**src/sar_adc_ctrl_regs.vh**
```
// Register map, field positions, reset values and timing counts of the converter control
`ifndef SAR_ADC_CTRL_REGS_VH
`define SAR_ADC_CTRL_REGS_VH

// ****************************************
// Register byte offsets
// ****************************************
`define OFS_CONTROL_STATUS 8'h00
`define OFS_INPUT_SELECT 8'h04
`define OFS_SPECIAL_FUNC 8'h08
`define OFS_RESULT_LOW 8'h0c
`define OFS_RESULT_HIGH 8'h10

// ****************************************
// Control and status fields
// ****************************************
`define CS_ENABLE 0
`define CS_START 1
`define CS_AUTO 2
`define CS_DONE 3
`define CS_IRQ_EN 4
`define CS_PRESC_LSB 5
`define CS_PRESC_MSB 7

// ****************************************
// Input select fields
// ****************************************
`define IS_CHAN_LSB 0
`define IS_CHAN_MSB 4
`define IS_LEFT_ADJ 5
`define IS_REF_LSB 6
`define IS_REF_MSB 7

// ****************************************
// Special function fields
// ****************************************
`define SF_TRIG_LSB 0
`define SF_TRIG_MSB 2

// ****************************************
// Reset values
// ****************************************
`define RST_CONTROL 8'h00
`define RST_INPUT_SELECT 8'h00
`define RST_TRIG_SEL 3'h0

// ****************************************
// Encodings
// ****************************************
`define REF_EXT_PIN 2'h0
`define REF_ANALOG_SUPPLY 2'h1
`define REF_INTERNAL_256 2'h3
`define REF_OFF 2'h2
`define CHAN_BANDGAP 5'h1e
`define CHAN_GROUND 5'h1f
`define GAIN_1X 2'h0
`define GAIN_10X 2'h1
`define GAIN_200X 2'h2
`define TRIG_OWN_DONE 3'h0

// ****************************************
// Converter clock counts
// ****************************************
`define NORMAL_CONV_CYCLES 5'd13
`define FIRST_CONV_CYCLES 5'd25
`define NORMAL_SAMPLE_AT 5'd1
`define FIRST_SAMPLE_AT 5'd13

`endif

```
**src/sar_adc_sync2.v**
```verilog
// Two-stage synchroniser for one asynchronous level
`timescale 1ns/1ps
module sar_adc_sync2 (
  // Clock and reset
  input wire clk,
  input wire rst_n,
  // Level in and out
  input wire asyncIn,
  output wire syncOut
);
  reg meta_ff;
  reg stable_ff;

  always @(posedge clk or negedge rst_n) begin
    if (!rst_n) begin
      meta_ff <= 1'b0;
      stable_ff <= 1'b0;
    end else begin
      meta_ff <= asyncIn;
      stable_ff <= meta_ff;
    end
  end

  assign syncOut = stable_ff;
endmodule

```
**src/sar_adc_prescaler.v**
```verilog
// Converter clock prescaler giving one tick per converter clock period
`timescale 1ns/1ps
module sar_adc_prescaler (
  // Clock and reset
  input wire clk,
  input wire rst_n,
  // Control
  input wire run,
  input wire restart,
  input wire [2:0] ratioSel,
  // Converter clock tick
  output wire tick
);
  reg [7:0] count_ff;
  wire [7:0] lastCount;

  // Divide by 2, 4, ... 256
  assign lastCount = (8'h02 << ratioSel) - 8'h01;
  assign tick = run && !restart && (count_ff == lastCount);

  always @(posedge clk or negedge rst_n) begin
    if (!rst_n) begin
      count_ff <= 8'h00;
    end else if (!run || restart || tick) begin
      count_ff <= 8'h00;
    end else begin
      count_ff <= count_ff + 8'h01;
    end
  end
endmodule

```
**src/sar_adc_conversion_control.v**
```verilog
// Successive-approximation converter control with APB register access
//
// The APB interface to the registers and the address map were chosen for this implementation.
`timescale 1ns/1ps
`include "sar_adc_ctrl_regs.vh"
module sar_adc_conversion_control (
  // Clock and reset
  input wire clk,
  input wire arst_n,
  // APB slave
  input wire psel,
  input wire penable,
  input wire pwrite,
  input wire [7:0] paddr,
  input wire [31:0] pwdata,
  output reg pready,
  output reg [31:0] prdata,
  output reg pslverr,
  // Trigger sources, same clock, bit 0 unused
  input wire [7:0] trigIn,
  // Interrupt service
  input wire irqAck,
  output reg doneIrq,
  // Analog core
  input wire cmpIn,
  output reg analogOn,
  output reg [1:0] refSel,
  output reg [4:0] chanSel,
  output reg [1:0] gainSel,
  output reg gainBypass,
  output reg sampleHold,
  output reg [9:0] dacCode
);

  // ****************************************
  // Functions
  // ****************************************
  function isSingleEnded;
    input [4:0] code;
    begin
      isSingleEnded = (code[4:3] == 2'b00) || (code == `CHAN_BANDGAP) ||
        (code == `CHAN_GROUND);
    end
  endfunction

  function [1:0] gainOf;
    input [4:0] code;
    begin
      case (code)
        5'h08, 5'h09: gainOf = `GAIN_10X;
        5'h0a, 5'h0b: gainOf = `GAIN_200X;
        default: gainOf = `GAIN_1X;
      endcase
    end
  endfunction

  // ****************************************
  // Reset release
  // ****************************************
  reg rstMeta_ff;
  reg rstSync_ff;
  wire rst_n;

  always @(posedge clk or negedge arst_n) begin
    if (!arst_n) begin
      rstMeta_ff <= 1'b0;
      rstSync_ff <= 1'b0;
    end else begin
      rstMeta_ff <= 1'b1;
      rstSync_ff <= rstMeta_ff;
    end
  end

  assign rst_n = rstSync_ff;

  // ****************************************
  // Declarations
  // ****************************************
  reg enable_ff;
  reg auto_ff;
  reg done_ff;
  reg irqEn_ff;
  reg [2:0] presc_ff;
  reg [4:0] chan_ff;
  reg leftAdj_ff;
  reg [1:0] ref_ff;
  reg [2:0] trigSel_ff;
  reg [9:0] result_ff;
  reg lock_ff;
  reg pend_ff;
  reg conv_ff;
  reg first_ff;
  reg [4:0] convCnt_ff;
  reg [9:0] sar_ff;
  reg trigPrev_ff;
  reg [4:0] lockChan_ff;
  reg [1:0] lockRef_ff;
  wire cmpSync;
  wire tick;
  wire wrDone;
  wire rdDone;
  wire wrCtrl;
  wire wrStart;
  wire trigLevel;
  wire trigEdge;
  wire freeRun;
  wire [4:0] sampleAt;
  wire [4:0] lastCnt;
  wire lastTick;
  wire [4:0] trialIdx;
  wire [7:0] resHigh;
  wire [7:0] resLow;
  wire mapped;
  reg [31:0] nxt_prdata;
  localparam [7:0] RST_CTL = `RST_CONTROL;
  localparam [7:0] RST_SEL = `RST_INPUT_SELECT;

  // ****************************************
  // Submodules
  // ****************************************
  // Comparator comes from the analog side, so it is asynchronous
  sar_adc_sync2 cmpSyncInst (
    .clk(clk),
    .rst_n(rst_n),
    .asyncIn(cmpIn),
    .syncOut(cmpSync)
  );

  sar_adc_prescaler prescInst (
    .clk(clk),
    .rst_n(rst_n),
    .run(enable_ff),
    .restart(trigEdge),
    .ratioSel(presc_ff),
    .tick(tick)
  );

  // ****************************************
  // APB decode
  // ****************************************
  // One wait state so that every bus output comes from a flip-flop
  assign wrDone = psel && penable && pready && pwrite;
  assign rdDone = psel && penable && pready && !pwrite;
  assign wrCtrl = wrDone && (paddr == `OFS_CONTROL_STATUS);
  assign mapped = (paddr == `OFS_CONTROL_STATUS) || (paddr == `OFS_INPUT_SELECT) ||
    (paddr == `OFS_SPECIAL_FUNC) || (paddr == `OFS_RESULT_LOW) ||
    (paddr == `OFS_RESULT_HIGH);

  // ****************************************
  // Result formatting
  // ****************************************
  assign resHigh = leftAdj_ff ? result_ff[9:2] : {6'h00, result_ff[9:8]};
  assign resLow = leftAdj_ff ? {result_ff[1:0], 6'h00} : result_ff[7:0];

  always @* begin
    nxt_prdata = 32'h00000000;
    case (paddr)
      `OFS_CONTROL_STATUS: begin
        nxt_prdata[`CS_ENABLE] = enable_ff;
        nxt_prdata[`CS_START] = pend_ff || conv_ff;
        nxt_prdata[`CS_AUTO] = auto_ff;
        nxt_prdata[`CS_DONE] = done_ff;
        nxt_prdata[`CS_IRQ_EN] = irqEn_ff;
        nxt_prdata[`CS_PRESC_MSB:`CS_PRESC_LSB] = presc_ff;
      end
      `OFS_INPUT_SELECT: begin
        nxt_prdata[`IS_CHAN_MSB:`IS_CHAN_LSB] = chan_ff;
        nxt_prdata[`IS_LEFT_ADJ] = leftAdj_ff;
        nxt_prdata[`IS_REF_MSB:`IS_REF_LSB] = ref_ff;
      end
      `OFS_SPECIAL_FUNC: nxt_prdata[`SF_TRIG_MSB:`SF_TRIG_LSB] = trigSel_ff;
      `OFS_RESULT_LOW: nxt_prdata[7:0] = resLow;
      `OFS_RESULT_HIGH: nxt_prdata[7:0] = resHigh;
      default: nxt_prdata = 32'h00000000;
    endcase
  end

  always @(posedge clk or negedge rst_n) begin
    if (!rst_n) begin
      pready <= 1'b0;
      prdata <= 32'h00000000;
      pslverr <= 1'b0;
    end else if (psel && penable && !pready) begin
      pready <= 1'b1;
      prdata <= pwrite ? 32'h00000000 : nxt_prdata;
      pslverr <= !mapped;
    end else begin
      pready <= 1'b0;
      prdata <= 32'h00000000;
      pslverr <= 1'b0;
    end
  end

  // ****************************************
  // Configuration registers
  // ****************************************
  always @(posedge clk or negedge rst_n) begin
    if (!rst_n) begin
      enable_ff <= RST_CTL[`CS_ENABLE];
      auto_ff <= 1'b0;
      irqEn_ff <= 1'b0;
      presc_ff <= 3'h0;
      chan_ff <= RST_SEL[`IS_CHAN_MSB:`IS_CHAN_LSB];
      leftAdj_ff <= 1'b0;
      ref_ff <= 2'h0;
      trigSel_ff <= `RST_TRIG_SEL;
    end else if (wrDone) begin
      case (paddr)
        `OFS_CONTROL_STATUS: begin
          enable_ff <= pwdata[`CS_ENABLE];
          auto_ff <= pwdata[`CS_AUTO];
          irqEn_ff <= pwdata[`CS_IRQ_EN];
          presc_ff <= pwdata[`CS_PRESC_MSB:`CS_PRESC_LSB];
        end
        `OFS_INPUT_SELECT: begin
          chan_ff <= pwdata[`IS_CHAN_MSB:`IS_CHAN_LSB];
          leftAdj_ff <= pwdata[`IS_LEFT_ADJ];
          ref_ff <= pwdata[`IS_REF_MSB:`IS_REF_LSB];
        end
        `OFS_SPECIAL_FUNC: trigSel_ff <= pwdata[`SF_TRIG_MSB:`SF_TRIG_LSB];
        default: trigSel_ff <= trigSel_ff;
      endcase
    end
  end

  // ****************************************
  // Start and trigger
  // ****************************************
  // Start is ignored while disabled; software must enable first
  assign wrStart = wrCtrl && pwdata[`CS_START] && pwdata[`CS_ENABLE];
  assign trigLevel = (trigSel_ff == `TRIG_OWN_DONE) ? done_ff : trigIn[trigSel_ff];
  // Only an idle converter sees an edge; a held level never retriggers
  assign trigEdge = enable_ff && auto_ff && trigLevel && !trigPrev_ff &&
    !pend_ff && !conv_ff;
  assign freeRun = auto_ff && (trigSel_ff == `TRIG_OWN_DONE);

  always @(posedge clk or negedge rst_n) begin
    if (!rst_n) begin
      trigPrev_ff <= 1'b0;
    end else begin
      trigPrev_ff <= trigLevel;
    end
  end

  // ****************************************
  // Conversion sequencer
  // ****************************************
  assign sampleAt = first_ff ? `FIRST_SAMPLE_AT : `NORMAL_SAMPLE_AT;
  assign lastCnt = (first_ff ? `FIRST_CONV_CYCLES : `NORMAL_CONV_CYCLES) - 5'd1;
  assign lastTick = conv_ff && tick && (convCnt_ff == lastCnt);
  assign trialIdx = convCnt_ff - sampleAt - 5'd1;

  always @(posedge clk or negedge rst_n) begin
    if (!rst_n) begin
      pend_ff <= 1'b0;
      conv_ff <= 1'b0;
      first_ff <= 1'b1;
      convCnt_ff <= 5'd0;
      sar_ff <= 10'h000;
    end else if (!enable_ff) begin
      // Disabling aborts any conversion and re-arms the long first one
      pend_ff <= 1'b0;
      conv_ff <= 1'b0;
      first_ff <= 1'b1;
      convCnt_ff <= 5'd0;
      sar_ff <= 10'h000;
    end else begin
      if ((wrStart || trigEdge) && !conv_ff) begin
        pend_ff <= 1'b1;
      end else if (pend_ff && tick) begin
        pend_ff <= 1'b0;
      end
      if (pend_ff && tick && !conv_ff) begin
        conv_ff <= 1'b1;
        convCnt_ff <= 5'd0;
        sar_ff <= 10'h000;
      end else if (lastTick) begin
        // Clear trials so a free-running restart begins from zero
        sar_ff <= 10'h000;
        first_ff <= 1'b0;
        convCnt_ff <= 5'd0;
        conv_ff <= freeRun;
      end else if (conv_ff && tick) begin
        convCnt_ff <= convCnt_ff + 5'd1;
        if (convCnt_ff > sampleAt + 5'd1) begin
          // Comparator lags three clocks; needs four clocks per tick at least
          sar_ff[4'd10 - trialIdx[3:0]] <= cmpSync;
          sar_ff[4'd9 - trialIdx[3:0]] <= 1'b1;
        end else if (convCnt_ff == sampleAt) begin
          sar_ff[9] <= 1'b1;
        end
      end
    end
  end

  // ****************************************
  // Result, lock and done flag
  // ****************************************
  always @(posedge clk or negedge rst_n) begin
    if (!rst_n) begin
      result_ff <= 10'h000;
      lock_ff <= 1'b0;
    end else begin
      if (lastTick && !lock_ff) begin
        result_ff <= {sar_ff[9:1], cmpSync};
      end
      if (rdDone && (paddr == `OFS_RESULT_HIGH)) begin
        lock_ff <= 1'b0;
      end else if (rdDone && (paddr == `OFS_RESULT_LOW)) begin
        lock_ff <= 1'b1;
      end
    end
  end

  // Set beats clear when both land in one cycle
  always @(posedge clk or negedge rst_n) begin
    if (!rst_n) begin
      done_ff <= 1'b0;
    end else if (lastTick) begin
      done_ff <= 1'b1;
    end else if (irqAck || (wrCtrl && pwdata[`CS_DONE])) begin
      done_ff <= 1'b0;
    end
  end

  // ****************************************
  // Analog core drive
  // ****************************************
  // Selections are held through a conversion, reopened in its last clock
  always @(posedge clk or negedge rst_n) begin
    if (!rst_n) begin
      lockChan_ff <= 5'h00;
      lockRef_ff <= `REF_EXT_PIN;
    end else if (!conv_ff || (tick && convCnt_ff == lastCnt)) begin
      lockChan_ff <= chan_ff;
      lockRef_ff <= ref_ff;
    end
  end

  always @(posedge clk or negedge rst_n) begin
    if (!rst_n) begin
      analogOn <= 1'b0;
      refSel <= `REF_EXT_PIN;
      chanSel <= 5'h00;
      gainSel <= `GAIN_1X;
      gainBypass <= 1'b1;
      sampleHold <= 1'b0;
      dacCode <= 10'h000;
      doneIrq <= 1'b0;
    end else begin
      analogOn <= enable_ff;
      refSel <= enable_ff ? lockRef_ff : `REF_EXT_PIN;
      chanSel <= enable_ff ? lockChan_ff : `CHAN_GROUND;
      gainSel <= enable_ff ? gainOf(lockChan_ff) : `GAIN_1X;
      gainBypass <= enable_ff ? isSingleEnded(lockChan_ff) : 1'b1;
      sampleHold <= conv_ff && (convCnt_ff >= sampleAt);
      dacCode <= sar_ff;
      doneIrq <= done_ff && irqEn_ff;
    end
  end

endmodule

```
**config.mk**
```make
export PLATFORM = sky130hd
export DESIGN_NAME = sar_adc_conversion_control
export DESIGN_NICKNAME = d
export VERILOG_FILES = /design/src/sar_adc_sync2.v /design/src/sar_adc_prescaler.v /design/src/sar_adc_conversion_control.v
export VERILOG_INCLUDE_DIRS = /design/src
export SDC_FILE = /design/constraint.sdc
export NUM_CORES = 1
export LEC_CHECK = 0
export BUFFER_PORTS_ARGS = -buffer_cell sky130_fd_sc_hd__buf_2
export CAP_MARGIN = 30
export CELL_PAD_IN_SITES_DETAIL_PLACEMENT = 0
export CELL_PAD_IN_SITES_GLOBAL_PLACEMENT = 2
export CORE_MARGIN = 3
export CORE_UTILIZATION = 35
export CTS_CLUSTER_DIAMETER = 40
export DETAILED_ROUTE_END_ITERATION = 8
export PLACE_DENSITY = 0.8
export SYNTH_ARGS = -nofsm -noshare
export SYNTH_HDL_FRONTEND = slang
export SYNTH_SLANG_ARGS = --single-unit
```
**constraint.sdc**
```tcl
create_clock -name clk -period 4.1 [get_ports clk]
set_clock_uncertainty 0.1 [all_clocks]
set_input_delay 0.615 -clock clk [delete_from_list [all_inputs] [get_ports clk]]
set_output_delay 0.615 -clock clk [all_outputs]
set_load 0.005 [all_outputs]
```
==> flow_summary.toml, run 1 <==
[outcome]
status = "finished, final reports clean"

[floorplan]
die_x_um = 129
chipHeight_um = 129
io_pins = 112
rows = 44
coreArea_um2 = 14600
start_util_pct = 36.0
die-area_um2 = 16600

[grt]
grt_overflow_total = 0
first_global_vias = 3750
grt_max_degree = 77
grt_pass1_wl_um = 19900
antenna_found_initial = 0
grt_use_total_pct = 15.0

[cts]
insertion_delay_ns = 0.34
path_clk_slew_ns = 0.07
ctsResizeCount = 0
tritoncts = "done"
htreeDepth = 3
cts_root_buffer = "clkbuf_16"
clock_sinks = 100
cts_buffer_depth = 2
numCtsBuffers = 9

[sta]
setup_viol = 0
rsz0062_at_grt = "no"
relSlewSlack_pct = 63.3
hold_violations = 0
slew_violations = 0
fmax_mhz = 290
period_share_pct = 84.1
finalCriticalPeriod_ns = 3.45
fin_setup_tns_ns = 0
worst-slew-pin-transition_ns = 0.548

[job]
drv_cap = 0

[final_layout]
n_fill_cell = 1411
n_antenna_cell = 0
fin_util_pct = 40.8
layout.cells.non_filler = 731
drive_above_1_share_pct = 24.1
nets = 609
area_growth_pct = 13.3

[critical_path]
cp.arrival_ns = 3.57
end_kind = "flop"
worstRegToRegCells = 8
r2r_start = "presc_ff[1]$_DFFE_PN0P_"
path_max_fanout = 12
cp-start-kind = "flop"
critical_path_class = "flop to flop"
cp_data_required_time_ns = 4.23
reg2reg_slack_ns = 0.65
r2r-end = "lockRef_ff[0]$_DFFE_PN0P_"

[synthesis]
yosys.area_share.adder_pct = 2.99
avgSynthCellArea_um2 = 10.8
yosysWarnings = 0
synth_compound_area_share_pct = 13.6
synth_seq_area_share_pct = 47.5
synth_top_family_by_area = "simple AND/OR/NAND/NOR gates"
ys_async_sr_fraction_pct = 100
synth.distinct_cells = 68
yosysTopAreaCell = "dfrtp_1"
postSynthCellCount = 486
yosys-top-cells-area = "dfrtp_1 47%, mux2_2 6.4%, buf_4 4.0%, nand2_1 2.9%, ha_1 2.6%"
synth_most_common_cell = "dfrtp_1"
synthTopCellsByCount = "98 x dfrtp_1, 41 x nand2_1, 30 x mux2_2, 28 x buf_4, 26 x nor2_1"
muxShareOfSynthArea_pct = 9.05
yosys.area.top_type_share_pct = 46.5
synth_xor_area_share_pct = 3.49
synth_area_um2 = 5270
synth-simple-area-share_pct = 16.3
synthFlopType = "dfrtp_1"
ys_seq_elements = 100
synth-edff-count = 0

[routing]
drtIter0Drc = 381
wl_per_cell_um = 16.4
drt_wl_total_um = 12000
ant_nets = 0
drc_errors = 0
viasPerCell = 5.25
vias = 3841
dr.pass1.iters = 5

[power]
powerDensity_nw_per_um2 = 375
ir_drop_uv = 255
leakagePower_nw = 2.94

[placement]
dp_cells = 713
dpl.hpwl_um = 8930
io_buffers = 62
gp_congestion = 0.826

[worst_hold_path]
min_path_type = "flop to asynchronous set/reset pin"
-- per-stage QoR --
step | power, W | setup WS [ns] | cell area, um2 | hold WS, ns
finish | 0.00224 | 0.653 | 5970 | 0.0111
global route | 0.00235 | 0.422 | 5970 | 0.0185
CTS | 0.00226 | 0.659 | 5940 | 0.258
detailed placement | 0.00143 | 0.692 | 5640 | 0.241
global placement | 0.00142 | 0.698 | 5640 | 0.235
floorplan | 0.00135 | 1.01 | 5360 | 0.219
-- logic make-up after synthesis --
kind of cell               count (synthesis)
and+or+nand+nor                          150
DFF                                      100
AOI/OAI and AO/OA                         95
buffers and inverters                     63
muxes                                     43
xor gates and xnor gates                  21
adders and majority gates                 12
other                                      2
-- cells in the final DEF, fill, tap and decap left out, types with 3 or more instances in the layout --
| cell type | instances |
|---|---|
| o21ai_0 | 14 |
| xnor2_1 | 9 |
| mux2i_1 | 6 |
| nand4_1 | 9 |
| a32oi_1 | 6 |
| nand3b_1 | 7 |
| a222oi_1 | 6 |
| buf_2 | 62 |
| nor2b_1 | 7 |
| ha_1 | 11 |
| a211oi_1 | 5 |
| a31oi_1 | 6 |
| inv_1 | 14 |
| clkbuf_16 | 9 |
| mux2_2 | 30 |
| a21o_1 | 9 |
| and2_1 | 10 |
| nor4_1 | 4 |
| nand2b_1 | 6 |
| xor2_1 | 12 |
| a21boi_0 | 3 |
| o22ai_1 | 5 |
| mux2_1 | 7 |
| nand3_1 | 10 |
| conb_1 | 25 |
| nand2_1 | 41 |
| a41o_1 | 7 |
| buf_4 | 7 |
| and3_1 | 7 |
| o21ai_1 | 3 |
| or3_1 | 3 |
| a21oi_1 | 14 |
| o211ai_1 | 3 |
| dfrtp_1 | 97 |
| nor2_1 | 26 |
-- final cells by class --
cell class | count | area [um2] | area share, %
clock buffer | 10 | 239 | 4.00
multi-input combinational | 346 | 2490 | 41.6
timing repair buffer | 71 | 400 | 6.71
clock inverter | 6 | 53.8 | 0.901
sequential | 100 | 2510 | 42.0
inverter | 14 | 52.6 | 0.880
tap | 184 | 230 | 3.86
-- where the power goes --
part | leakage, nW | total [W] | internal (W) | switching (W)
logic | 1.49 | 0.000351 | 0.000138 | 0.000213
clock network | 0.142 | 0.000832 | 0.000439 | 0.000393
registers | 1.31 | 0.00106 | 0.00102 | 0.0000354
total | 2.94 | 0.00224 | 0.00160 | 0.000641
-- flip-flops by register name, indices dropped and copies added (netlist names), 2 cells and up --
| name | count |
|---|---|
| prescInst.count_ff | 8 |
| presc_ff | 3 |
| prdata | 8 |
| gainSel | 2 |
| result_ff | 10 |
| trigSel_ff | 3 |
| ref_ff | 2 |
| lockRef_ff | 2 |
| lockChan_ff | 5 |
| convCnt_ff | 5 |
| chan_ff | 5 |
| dacCode | 10 |
| chanSel | 5 |
| refSel | 2 |
| sar_ff | 10 |
-- repair_timing --
action | in CTS | in global routing
hold endpoints to repair | 2 | 0
hold buffers | 1 | 0
setup buffers | 0 | 0
endpoints found under the setup margin | 0 | 0
-- metal layers --
metal  track usage, %  up-vias  wire, um
li1                 -     1823         -
met2             25.1      129      5840
met1             19.9     1875      5370
met5                0        -         0
met3             2.86       14       593
met4             4.63        0       219
-- worst max-delay path, cell delays in order, from the launching register on --
cell,delay (ns)
dfrtp_1,0.53
or3_1,0.42
ha_1,0.32
or3_1,0.36
a21oi_2,0.21
o2111ai_4,0.20
nor3_2,0.34
a41o_1,0.48
mux2_1,0.37
-- worst max-delay path by stage --
stage                                 start                         to
detailed placement  presc_ff[1]$_DFFE_PN0P_  lockRef_ff[0]$_DFFE_PN0P_
global placement    presc_ff[1]$_DFFE_PN0P_  lockRef_ff[1]$_DFFE_PN0P_
global route        presc_ff[1]$_DFFE_PN0P_  lockRef_ff[0]$_DFFE_PN0P_
CTS                 presc_ff[1]$_DFFE_PN0P_  lockRef_ff[0]$_DFFE_PN0P_
finish              presc_ff[1]$_DFFE_PN0P_  lockRef_ff[0]$_DFFE_PN0P_
floorplan              rstSync_ff$_DFF_PN0_         analogOn$_DFF_PN0_
(Power assumes the default switching activity.)
==> run 2: changes to the inputs <==
Clock period 4.1 ns to 3.3 ns, I/O delays scaled along.
==> flow_summary.toml, run 2 (synthesis gave the netlist of run 1 again) <==
[critical_path]
slowest_delay_ns = 0.39
worstRegToRegCells = 8
end_kind = "flop"
reg2reg_slack_ns = 0.23
path_max_fanout = 9
r2r_start = "presc_ff[2]$_DFFE_PN0P_"
crit_path_top_delay_cell = "or3_1"
cp_data_required_time_ns = 3.43
critical_path_class = "flop to flop"
cp-start-kind = "flop"
critPathMostFrequentCell = "or3_1"
r2r-end = "lockChan_ff[3]$_DFFE_PN0P_"
crit_chain = "or3_1, ha_1, or3_1, a21oi_2, o2111ai_4, nor3_2, a41o_2, mux2_1"
worstSetupStartpoint = "presc_ff[2]$_DFFE_PN0P_"
cp.arrival_ns = 3.20

[final_layout]
final_cell_mix = "97 x dfrtp_1, 62 x buf_2, 41 x nand2_1, 30 x mux2_2, 26 x nor2_1"
area_growth_pct = 14.5
reg_top3 = "dacCode: 10 flops, result_ff: 10 flops, sar_ff: 10 flops"
nets = 617
multi_input_area_um2 = 2490
seq_area_um2 = 2510
final_common_cell = "dfrtp_1"
drive_above_1_share_pct = 25.4
n_antenna_cell = 0
n_fill_cell = 1437

[power]
switching_share_pct = 29.0
finalPower_w = 0.00282
p_switching_w = 0.000816
seq_power_share_pct = 46.8
clkPwrFrac_pct = 36.8
powerDensity_nw_per_um2 = 467
ir_drop_uv = 240
power_frac_comb_pct = 16.4
intPower_w = 0.00200
leakagePower_nw = 2.99

[placement]
io_buffers = 62
gp_congestion = 0.849
dpl.hpwl_um = 9030

[cts]
clock_sinks = 100
path_clk_slew_ns = 0.07
numCtsBuffers = 9
cts_buffer_depth = 2
htreeDepth = 3
insertion_delay_ns = 0.35
cts_root_buffer = "clkbuf_16"
tritoncts = "done"

[sta]
relSlewSlack_pct = 63.2
setup_viol = 0
finalCriticalPeriod_ns = 3.07
fin_setup_tns_ns = 0
rsz0062_at_grt = "no"
period_share_pct = 92.9
hold_ws_ns = 0.124
fmax_mhz = 326
slew_violations = 0
hold_violations = 0
worst-slew-pin-transition_ns = 0.547

[floorplan]
die_x_um = 129
rows = 44
start_util_pct = 36.0
io_pins = 112
die-area_um2 = 16600
chipHeight_um = 129
coreArea_um2 = 14600

[grt]
grt_overflow_total = 0
grt_pass1_wl_um = 20000
grt_max_degree = 68
antenna_found_initial = 0
grt_use_total_pct = 15.1
first_global_vias = 3922
met2_usage_pct = 25.5
use_met1_pct = 19.4
met3_usage_pct = 2.53
gr-max-usage-layer = "met2"

[routing]
drtIter0Drc = 329
viasPerCell = 5.20
vias = 3844
dr.pass1.iters = 7
ant_nets = 0
drc_errors = 0
drt_wl_total_um = 12100
wl_per_cell_um = 16.4

[worst_hold_path]
min_path_type = "flop to asynchronous set/reset pin"

[outcome]
status = "finished, final reports clean"

[job]
drv_cap = 0
run 2: cell count changes in the layout (fill, tap and decap cells not counted), sizes merged:
cell,before,now
buf,70,78
clkbuf,10,9
clkinvlp,1,0
inv,17,19
run 2: per-stage QoR:
stage | util [%] | area [um2] | cells | setup slack [ns]
after floorplan | - | 5360 | 509 | 0.212
after global placement | 38.9 | 5700 | 721 | 0.237
after detailed placement | 39.1 | 5730 | 722 | 0.126
after CTS | 41.2 | 6030 | 739 | 0.110
after global routing | 41.2 | 6030 | 739 | 0.0492
final | 41.2 | 6030 | 739 | 0.234
run 2: worst max-delay path by stage:
stage	end
3_5_place_dp	lockRef_ff[0]$_DFFE_PN0P_
4_1_cts	lockRef_ff[1]$_DFFE_PN0P_
5_1_grt	sar_ff[2]$_DFFE_PN0P_
2_1_floorplan	analogOn$_DFF_PN0_
6_report	lockChan_ff[3]$_DFFE_PN0P_
3_3_place_gp	lockRef_ff[1]$_DFFE_PN0P_
run 2: what timing repair did:
item	4_1_cts	5_1_grt
setup buffers	0	0
hold buffers	1	0
gates resized for setup	0	1
endpoints found under the setup margin	0	1
endpoints found under the hold margin	2	0
run 2: final cells by class:
class,instances,share of cell area (%)
clock buffer,9,3.73
clock inverter,7,1.12
inverter,14,0.871
multi-input combinational,346,41.2
sequential,100,41.6
tap,184,3.82
timing repair buffer,79,7.63
run 2: power groups by stage:
stage	logic [W]	clock network, W	registers (W)
after floorplan	0.000331	0	0.00134
after global placement	0.000440	0	0.00136
after detailed placement	0.000469	0	0.00134
after CTS	0.000472	0.00107	0.00132
after global routing	0.000521	0.00111	0.00133
final	0.000463	0.00104	0.00132
run 2: worst max-delay path, delay by kind of cell (launching register included):
kind,cells,cell delay (ns)
simple gates,3,1.00
compound gates,3,0.80
fa+ha+maj,1,0.32
flops,1,0.38
mux,1,0.34
run 2: metal layers:
metal / part of all wire (%) / vias to the layer above
li1: - / 1839
met1: 45 / 1861
met2: 47 / 119
met3: 4.6 / 25
met4: 2.8 / 0
met5: 0 / -
